===== src/hw/sync_prot_pkg.sv =====
package sync_prot_pkg;
  // ----------------------------------------------------------------
  // Register indices (byte address = index * 4)
  // ----------------------------------------------------------------
  localparam logic [7:0] IDX_BLOCK_MON    = 8'h13;
  localparam logic [7:0] IDX_BLOCK_FORCE  = 8'h14;
  localparam logic [7:0] IDX_ACQ_STEPS    = 8'h18;
  localparam logic [7:0] IDX_HOLD_STEPS   = 8'h19;
  localparam logic [7:0] IDX_FRAME_MON    = 8'h1a;
  localparam logic [7:0] IDX_FRAME_SET    = 8'h1b;
  localparam logic [7:0] IDX_FRAME_CLR    = 8'h1c;
  localparam logic [7:0] IDX_IRQ_STATUS   = 8'h1d;
  localparam logic [7:0] IDX_IRQ_MASK     = 8'h1e;
  // ----------------------------------------------------------------
  // Field positions
  // ----------------------------------------------------------------
  localparam int MAIN_FORCE_LSB = 0;
  localparam int AUX_FORCE_LSB  = 4;
  localparam int MAIN_MON_BIT   = 0;
  localparam int AUX_MON_BIT    = 4;
  // Interrupt status bits
  localparam int IRQ_LOCK_BIT   = 0;
  localparam int IRQ_LOSS_BIT   = 1;
  // ----------------------------------------------------------------
  // Codes and reset values
  // ----------------------------------------------------------------
  localparam logic [1:0] FORCE_CLEAR    = 2'h2;
  localparam logic [1:0] FORCE_SET      = 2'h1;
  localparam logic [1:0] ACQ_RESET      = 2'h1;
  localparam logic [3:0] HOLD_RESET     = 4'h4;
  localparam logic [1:0] IRQ_RESET      = 2'h0;
  localparam int         ADDR_W         = 10;
endpackage


===== src/hw/sync_protection_control.sv =====
`timescale 1ns/1ps
// Functional notes
// - Writing 10 to bits 1:0 of the block force register drops main lock, 01 forces it.
// - Writing 10 to bits 5:4 of the block force register drops aux lock, 01 forces it.
// - The acquire setting is two bits, step count is code plus one, reset code 01.
// - Unlocked, frame lock is declared after step-count consecutive sync detections.
// - The hold setting is four bits from 1 to 15, resets to 4, and must never be zero; the code stores a written zero as is.
// - Locked, each detection reloads the remaining count and each miss decrements it.
// - Lock is lost when the remaining count goes 1 to 0; reads return the remaining count.
// - Frame monitor bit 0 shows frame lock, read only, reset 0.
// - Any write to the frame set strobe forces frame lock.
// - Any write to the frame clear strobe forces frame unlock.
// - Block monitor bit 0 shows main lock and bit 4 shows aux lock.
module sync_protection_control
  import sync_prot_pkg::*;
(
  // Clock and reset
  input  wire logic                        clk_i,
  input  wire logic                        nrst_i,
  // Avalon-MM slave
  input  wire logic [sync_prot_pkg::ADDR_W-1:0] avs_address_i,
  input  wire logic                        avs_read_i,
  input  wire logic                        avs_write_i,
  input  wire logic [31:0]                 avs_writedata_i,
  input  wire logic [3:0]                  avs_byteenable_i,
  output logic      [31:0]                 avs_readdata_o,
  output logic                             avs_waitrequest_o,
  // Sync point inputs from the demodulator (same clock)
  input  wire logic                        sync_slot_i,
  input  wire logic                        sync_hit_i,
  // Lock flags and interrupt
  output logic                             frame_lock_flag_o,
  output logic                             main_block_lock_flag_o,
  output logic                             aux_block_lock_flag_o,
  output logic                             irq_o
);
  import sync_prot_pkg::*;

  // ----------------------------------------------------------------
  // Bus decode
  // ----------------------------------------------------------------
  typedef enum logic [0:0] {
    BUS_IDLE = 1'b0,
    BUS_ACK  = 1'b1
  } bus_state_t;

  bus_state_t  bus_r, bus_nxt;
  logic [7:0]  idx;
  logic        wr_go, rd_go, rd_take, wr_lane0;
  logic [7:0]  wdat;
  logic [31:0] rdata_r, rdata_nxt;

  // Word index from the byte address
  function automatic logic [7:0] word_index(input logic [ADDR_W-1:0] a);
    return a[ADDR_W-1:2];
  endfunction

  assign idx      = word_index(avs_address_i);
  assign wdat     = avs_writedata_i[7:0];
  assign wr_lane0 = avs_byteenable_i[0];
  // One wait cycle, then acknowledge
  assign wr_go    = (bus_r == BUS_ACK) && avs_write_i;
  assign rd_go    = (bus_r == BUS_ACK) && avs_read_i;
  assign rd_take  = (bus_r == BUS_IDLE) && avs_read_i; // Read first seen, load read data
  assign avs_waitrequest_o = !(bus_r == BUS_ACK);
  assign avs_readdata_o    = rdata_r;

  // Bus handshake sequencing
  always_comb begin
    bus_nxt = BUS_IDLE;
    unique case (bus_r)
      BUS_IDLE: bus_nxt = (avs_read_i || avs_write_i) ? BUS_ACK : BUS_IDLE;
      BUS_ACK:  bus_nxt = BUS_IDLE;
    endcase
  end

  // ----------------------------------------------------------------
  // Register and lock state
  // ----------------------------------------------------------------
  logic       main_lock_r, main_lock_nxt;
  logic       aux_lock_r, aux_lock_nxt;
  logic [1:0] acq_r, acq_nxt;
  logic [3:0] hold_r, hold_nxt;
  logic [3:0] remain_r, remain_nxt;
  logic [1:0] hits_r, hits_nxt;
  logic       frame_r, frame_nxt;
  logic [1:0] irq_st_r, irq_st_nxt;
  logic [1:0] irq_mask_r, irq_mask_nxt;
  logic       ev_lock, ev_loss;

  // Block force and settings writes
  always_comb begin
    main_lock_nxt = main_lock_r;
    aux_lock_nxt  = aux_lock_r;
    acq_nxt       = acq_r;
    hold_nxt      = hold_r;
    irq_mask_nxt  = irq_mask_r;
    if (wr_go && wr_lane0) begin
      unique case (idx)
        IDX_BLOCK_FORCE: begin
          // Only 01 and 10 act; 00 and 11 hold state
          if (wdat[MAIN_FORCE_LSB +: 2] == FORCE_CLEAR) main_lock_nxt = 1'b0;
          if (wdat[MAIN_FORCE_LSB +: 2] == FORCE_SET)   main_lock_nxt = 1'b1;
          if (wdat[AUX_FORCE_LSB +: 2] == FORCE_CLEAR)  aux_lock_nxt  = 1'b0;
          if (wdat[AUX_FORCE_LSB +: 2] == FORCE_SET)    aux_lock_nxt  = 1'b1;
        end
        IDX_ACQ_STEPS:  acq_nxt      = wdat[1:0];
        IDX_HOLD_STEPS: hold_nxt     = wdat[3:0];
        IDX_IRQ_MASK:   irq_mask_nxt = wdat[1:0];
        default: ;
      endcase
    end
  end

  // Frame synchronizer
  always_comb begin
    frame_nxt  = frame_r;
    remain_nxt = remain_r;
    hits_nxt   = hits_r;
    ev_lock    = 1'b0;
    ev_loss    = 1'b0;
    if (!frame_r) begin
      if (sync_slot_i) begin
        if (!sync_hit_i) begin
          hits_nxt = 2'h0;
        end else if (hits_r == acq_r) begin
          // Consecutive hits reached code plus one
          frame_nxt  = 1'b1;
          remain_nxt = hold_r;
          hits_nxt   = 2'h0;
          ev_lock    = 1'b1;
        end else begin
          hits_nxt = hits_r + 2'h1;
        end
      end
    end else if (sync_slot_i) begin
      if (sync_hit_i) begin
        remain_nxt = hold_r;
      end else if (remain_r == 4'h1) begin
        remain_nxt = 4'h0;
        frame_nxt  = 1'b0;
        ev_loss    = 1'b1;
      end else if (remain_r != 4'h0) begin
        remain_nxt = remain_r - 4'h1;
      end
    end
    // Host strobes override detection
    if (wr_go && idx == IDX_FRAME_SET) begin
      frame_nxt  = 1'b1;
      remain_nxt = hold_r;
      hits_nxt   = 2'h0;
      ev_lock    = !frame_r;
    end else if (wr_go && idx == IDX_FRAME_CLR) begin
      frame_nxt  = 1'b0;
      hits_nxt   = 2'h0;
      ev_loss    = frame_r;
    end
  end

  // Interrupt status, set wins over read clear
  always_comb begin
    irq_st_nxt = irq_st_r;
    if (rd_go && idx == IDX_IRQ_STATUS) irq_st_nxt = IRQ_RESET;
    if (ev_lock) irq_st_nxt[IRQ_LOCK_BIT] = 1'b1;
    if (ev_loss) irq_st_nxt[IRQ_LOSS_BIT] = 1'b1;
  end

  // Read data mux, loaded at the edge that first sees the read
  // so the word stands while waitrequest is low
  always_comb begin
    rdata_nxt = 32'h0;
    if (rd_take) begin
      unique case (idx)
        IDX_BLOCK_MON: begin
          rdata_nxt[MAIN_MON_BIT] = main_lock_r;
          rdata_nxt[AUX_MON_BIT]  = aux_lock_r;
        end
        IDX_HOLD_STEPS: rdata_nxt[3:0] = remain_r;
        IDX_FRAME_MON:  rdata_nxt[0]   = frame_r;
        IDX_IRQ_STATUS: rdata_nxt[1:0] = irq_st_nxt; // Events at the load edge are not lost
        IDX_IRQ_MASK:   rdata_nxt[1:0] = irq_mask_r;
        default: ;
      endcase
    end
  end

  // Bus handshake register
  always_ff @(posedge clk_i or negedge nrst_i) begin
    if (!nrst_i) begin
      bus_r <= BUS_IDLE;
    end else begin
      bus_r <= bus_nxt;
    end
  end

  // Read data register, zero outside the acknowledge cycle
  always_ff @(posedge clk_i or negedge nrst_i) begin
    if (!nrst_i) begin
      rdata_r <= 32'h0;
    end else begin
      rdata_r <= rdata_nxt;
    end
  end

  // Block lock and settings registers
  always_ff @(posedge clk_i or negedge nrst_i) begin
    if (!nrst_i) begin
      main_lock_r <= 1'b0;
      aux_lock_r  <= 1'b0;
      acq_r       <= ACQ_RESET;
      hold_r      <= HOLD_RESET;
      irq_mask_r  <= IRQ_RESET;
    end else begin
      main_lock_r <= main_lock_nxt;
      aux_lock_r  <= aux_lock_nxt;
      acq_r       <= acq_nxt;
      hold_r      <= hold_nxt;
      irq_mask_r  <= irq_mask_nxt;
    end
  end

  // Frame synchronizer registers
  always_ff @(posedge clk_i or negedge nrst_i) begin
    if (!nrst_i) begin
      remain_r <= HOLD_RESET;
      hits_r   <= 2'h0;
      frame_r  <= 1'b0;
    end else begin
      remain_r <= remain_nxt;
      hits_r   <= hits_nxt;
      frame_r  <= frame_nxt;
    end
  end

  // Interrupt status register
  always_ff @(posedge clk_i or negedge nrst_i) begin
    if (!nrst_i) begin
      irq_st_r <= IRQ_RESET;
    end else begin
      irq_st_r <= irq_st_nxt;
    end
  end

  // Outputs
  assign frame_lock_flag_o      = frame_r;
  assign main_block_lock_flag_o = main_lock_r;
  assign aux_block_lock_flag_o  = aux_lock_r;
  assign irq_o                  = |(irq_st_r & irq_mask_r);
endmodule


===== config.mk =====
export PLATFORM = sky130hd
export DESIGN_NAME = sync_protection_control
export DESIGN_NICKNAME = d
export VERILOG_FILES = /design/src/hw/sync_prot_pkg.sv /design/src/hw/sync_protection_control.sv
export SDC_FILE = /design/constraint.sdc
export NUM_CORES = 1
export LEC_CHECK = 0
export BUFFER_PORTS_ARGS = -buffer_cell sky130_fd_sc_hd__buf_2
export CORE_MARGIN = 4
export CORE_UTILIZATION = 45
export DETAILED_ROUTE_END_ITERATION = 8
export GPL_ROUTABILITY_DRIVEN = 0
export GPL_TIMING_DRIVEN = 0
export PLACE_DENSITY = 0.78
export REMOVE_ABC_BUFFERS = 1
export SLEW_MARGIN = 20
export SYNTH_ARGS = -nofsm -noshare
export SYNTH_HDL_FRONTEND = slang
export SYNTH_SLANG_ARGS = --single-unit

===== constraint.sdc =====
create_clock -name clk_i -period 2.25 [get_ports clk_i]
set_input_delay 0.225 -clock clk_i [delete_from_list [all_inputs] [get_ports clk_i]]
set_output_delay 0.225 -clock clk_i [all_outputs]
set_load 0.03 [all_outputs]

==> impl_metrics.prom <==
# TYPE chip_impl_metric gauge
chip_impl_metric{name="hold_violations",unit=""} 0
chip_impl_metric{name="worst_clock_skew",unit="ns"} 0.005578
chip_impl_metric{name="crit_path_max_fanout",unit=""} 8
chip_impl_metric{name="worst_setup_hold_path_clk_slew",unit="ns"} 0.08
chip_impl_metric{name="yosysSeqAreaShare",unit=""} 0.3828
chip_impl_metric{name="setup.reg_to_reg.worst_slack",unit="ns"} 0.48
chip_impl_metric{name="nets_final",unit=""} 260
chip_impl_metric{name="post-cts-setup-buffer-count",unit=""} 0
chip_impl_metric{name="die_h",unit="um"} 68.45
chip_impl_info{name="rsz0062_at_grt",value="false"} 1
chip_impl_metric{name="switching_share",unit=""} 0.3773
chip_impl_metric{name="p_clk_frac",unit=""} 0.206
chip_impl_metric{name="first_pass_iters",unit=""} 5
chip_impl_metric{name="htreeDepth",unit=""} 1
chip_impl_metric{name="drc",unit=""} 0
chip_impl_metric{name="clk_latency",unit="ns"} 0.27
chip_impl_info{name="setup.worst_path.class",value="input port to flip-flop"} 1
chip_impl_metric{name="grt_max_degree",unit=""} 26
chip_impl_metric{name="die_width",unit="um"} 68.45
chip_impl_metric{name="power.net_switching",unit="W"} 0.0004923
chip_impl_metric{name="power.density_cell_area",unit="nW/um2"} 731.4
chip_impl_metric{name="max_clock_freq",unit="GHz"} 0.5652
chip_impl_metric{name="register_area",unit="um2"} 629.4
chip_impl_metric{name="post_synth_xor_area_fraction",unit=""} 0.01065
chip_impl_metric{name="dr.first_iter.drc_count",unit=""} 97
chip_impl_metric{name="antenna_found_initial",unit=""} 0
chip_impl_metric{name="share_comb_of_total_power",unit=""} 0.337
chip_impl_metric{name="share_seq_of_total_power",unit=""} 0.458
chip_impl_metric{name="num-fill-cells",unit=""} 324
chip_impl_metric{name="synth.distinct_cells",unit=""} 48
chip_impl_info{name="synth_ff_type",value="dfrtp_1"} 1
chip_impl_metric{name="synthDominantCellAreaShare",unit=""} 0.3349
chip_impl_info{name="capturing_point_of_the_worst_reg2reg_path",value="avs_readdata_o[1]"} 1
chip_impl_metric{name="critPathRequiredTime",unit="ns"} 2.41
chip_impl_info{name="reg2reg_from",value="remain_r[1]"} 1
chip_impl_metric{name="grt_util_all_layers",unit=""} 0.1425
chip_impl_metric{name="dpl_cell_area",unit="um2"} 1728
chip_impl_metric{name="timing.final.crit_period",unit="ns"} 1.769
chip_impl_info{name="yosysTopAreaCell",value="dfrtp_1"} 1
chip_impl_metric{name="path_buf_inv",unit=""} 1
chip_impl_info{name="cts_root_buf",value="clkbuf_8"} 1
chip_impl_metric{name="fin_util",unit=""} 0.5184
chip_impl_metric{name="num_vias",unit=""} 1260
chip_impl_info{name="holdCritPathClass",value="input port to flip-flop"} 1
chip_impl_metric{name="critical-path-max-stage-delay",unit="ns"} 0.59
chip_impl_metric{name="antenna_cells",unit=""} 0
chip_impl_metric{name="max-vdd-ir-drop",unit="mV"} 0.2257
chip_impl_metric{name="share_of_cells_above_drive_strength_1",unit=""} 0.2525
chip_impl_info{name="setup.worst_path.end_class",value="flip-flop"} 1
chip_impl_metric{name="postRouteAntennaNets",unit=""} 0
chip_impl_info{name="worstSetupStartpointType",value="input port"} 1
chip_impl_info{name="crit_family",value="simple AND/OR/NAND/NOR gates"} 1
chip_impl_metric{name="post_synth.cell_area_avg",unit="um2"} 9.614
chip_impl_metric{name="buffer_ports.inserted",unit=""} 30
chip_impl_info{name="critPathLaunch",value="avs_address_i[7]"} 1
chip_impl_metric{name="yosysWarnings",unit=""} 0
chip_impl_metric{name="aggregate_global_routing_overflow",unit=""} 0
chip_impl_metric{name="postLayoutCellArea",unit="um2"} 1784
chip_impl_metric{name="grt_pass1_vias",unit=""} 1113
chip_impl_metric{name="num_io_pins",unit=""} 89
chip_impl_metric{name="area_delta_synth_final",unit="%"} 8.524
chip_impl_metric{name="multi_input_comb_area",unit="um2"} 853.3
chip_impl_metric{name="crit_arrival",unit="ns"} 1.93
chip_impl_metric{name="synth_fa_ha_area_frac",unit=""} 0.03805
chip_impl_metric{name="floorplan.die_area",unit="um2"} 4685
chip_impl_info{name="outcome",value="finished, final reports clean"} 1
chip_impl_metric{name="synth_mux_area_frac",unit=""} 0.04795
chip_impl_metric{name="synth_compound_area_frac",unit=""} 0.1553
chip_impl_info{name="timing.critical_path.cells",value="buf_2, or4b_4, nor4_2, or4_1, o2bb2ai_1, a22o_1"} 1
chip_impl_metric{name="dr_vias_cell",unit=""} 5.081
chip_impl_metric{name="worst-r2r-cell-count",unit=""} 7
chip_impl_info{name="last_element_of_the_critical_path",value="remain_r[3]"} 1
chip_impl_metric{name="netlist_instances",unit=""} 171
chip_impl_metric{name="finalSetupViolations",unit=""} 0
chip_impl_metric{name="leakage_power_summed_over_all_cells",unit="nW"} 0.9139
chip_impl_info{name="combinational_family_with_the_most_area_after_synthesis",value="simple AND/OR/NAND/NOR gates"} 1
chip_impl_metric{name="post_layout_power",unit="W"} 0.001305
chip_impl_metric{name="fin_tns_setup",unit="ns"} 0
chip_impl_metric{name="clock_sinks",unit=""} 25
chip_impl_metric{name="yosys_register_bits",unit=""} 25
chip_impl_metric{name="max_cap_violations",unit=""} 0
chip_impl_metric{name="wl_per_cell",unit="um"} 12.99
chip_impl_metric{name="async_flop_share",unit=""} 1.000
chip_impl_metric{name="total_detailed_routing_wirelength",unit="mm"} 3.221
chip_impl_metric{name="std_cell_rows",unit=""} 21
chip_impl_metric{name="numCtsBuffers",unit=""} 3
chip_impl_metric{name="summed_instance_area_of_the_synthesized_netlist",unit="um2"} 1644
chip_impl_info{name="most_frequent_standard_cell_in_the_layout_excluding_fill_and_tap_cells",value="buf_2"} 1
chip_impl_metric{name="path_depth",unit=""} 6
chip_impl_info{name="synth.area.top_cells",value="dfrtp_1 (33%), buf_4 (12%), dfstp_2 (4.8%), mux2_2 (4.8%), ha_1 (3.8%)"} 1
chip_impl_metric{name="worst_slew_slack_as_a_fraction_of_its_limit",unit=""} 0.5989
chip_impl_metric{name="total_core_area",unit="um2"} 3442
chip_impl_metric{name="synthSimpleGateAreaFrac",unit=""} 0.2055
chip_impl_info{name="tritoncts",value="yes"} 1
chip_impl_metric{name="worst-slew-pin-transition",unit="ns"} 0.6003
chip_impl_metric{name="wire_length_of_the_first_global_routing_pass",unit="mm"} 5.064
chip_impl_metric{name="synth-edff-count",unit=""} 0
chip_impl_metric{name="internal_power",unit="W"} 0.0008126
chip_impl_metric{name="number_of_buffers_on_the_longest_clock_path",unit=""} 2
chip_impl_info{name="most_used_cells_in_the_layout_excluding_fill_and_tap_cells",value="buf_2 (30), conb_1 (27), dfrtp_1 (22), inv_1 (10), nor2_1 (9)"} 1
chip_impl_metric{name="place_hpwl",unit="mm"} 2.507
chip_impl_metric{name="post-route-period-util",unit=""} 0.7864
chip_impl_info{name="critical-path-slowest-cell",value="or4b_4"} 1
chip_impl_metric{name="initial_core_util",unit=""} 0.4776
chip_impl_metric{name="finalMaxSlewViolations",unit=""} 0
cell type report:
| type | count | area share |
|---|---|---|
| Timing Repair Buffer | 31 | 0.08976 |
| Clock buffer | 3 | 0.02314 |
| Tap cell | 46 | 0.03226 |
| Inverter | 10 | 0.02104 |
| Sequential cell | 25 | 0.3527 |
| Clock inverter | 1 | 0.002805 |
| Multi-Input combinational cell | 132 | 0.4783 |
Yosys cell counts, drive strengths merged, types with 2 or more instances:
master / instances
buf: 28
dfrtp: 22
inv: 10
nor2: 9
o21ai: 9
mux2: 7
nand2: 7
nor3: 6
ha: 5
nand3: 5
a21oi: 4
a22o: 4
a31oi: 4
and3: 4
dfstp: 3
nand2b: 3
nor2b: 3
nor3b: 3
o31ai: 3
a2bb2oi: 2
and2: 2
and3b: 2
clkbuf: 2
nand3b: 2
nor4: 2
o2bb2ai: 2
or4: 2
xor2: 2
worst min path at each step:
stage / to / depth (start not counted) / startpoint
global placement: remain_r[1] / 1 / nrst_i
finish: hold_r[3] / 2 / avs_writedata_i[3]
floorplan: acq_r[1] / 0 / nrst_i
CTS: hold_r[3] / 2 / avs_writedata_i[3]
global route: hold_r[3] / 2 / avs_writedata_i[3]
detailed placement: acq_r[1] / 1 / nrst_i
registers in the layout, indices dropped and copies added (netlist names):
| register | count |
|---|---|
| aux_block_lock_flag_o | 1 |
| main_block_lock_flag_o | 1 |
| frame_lock_flag_o | 1 |
| irq_mask_r | 2 |
| irq_st_r | 2 |
| remain_r | 4 |
| hold_r | 4 |
| bus_r | 1 |
| acq_r | 2 |
| avs_readdata_o | 5 |
| hits_r | 2 |
power groups by stage:
stage	registers [W]	clock network (W)	logic (W)
after detailed placement	0.000606	0	0.000436
after CTS	0.000597	0.000276	0.000439
after global routing	0.000607	0.000296	0.000497
after floorplan	0.000596	0	0.000328
after global placement	0.000602	0	0.000429
final	0.000597	0.000268	0.000439
worst register-to-register path, cell delays in order (launching register included):
cell and delay (ns):
dfrtp_1 0.42, inv_1 0.10, ha_1 0.19, nor3b_1 0.14, and3_1 0.18, a211o_1 0.28, a31o_1 0.21, and2_1 0.14
metrics by stage:
stage                     hold WS [ns]  cells  setup WS, ns
after floorplan               -0.07059    167        0.4503
after detailed placement        0.2444    243        0.2056
final                           0.1815    248        0.4806
after global routing            0.1830    248        0.3943
after global placement          0.2453    243        0.1966
after CTS                       0.1770    248        0.4899
kinds of logic (layout without fill, tap and decap cells):
group,count (synthesis),after routing
fa+ha+maj,5,5
simple gates,55,55
mux,7,7
xor+xnor,2,2
flops,25,25
other cells,1,27
buf+inv,40,45
compound gates,36,36
metal layers:
metal,global-route usage,part of all wire
met5,0,0
met4,0.05955,0.015
met3,0.008210,0.072
met2,0.2408,0.52
met1,0.1876,0.39
repair_timing:
item                                   4_1_cts  5_1_grt
resized for setup                            0        0
endpoints found under the hold margin       22        0
hold buffers                                 1        0
(Power assumes the default switching activity.)
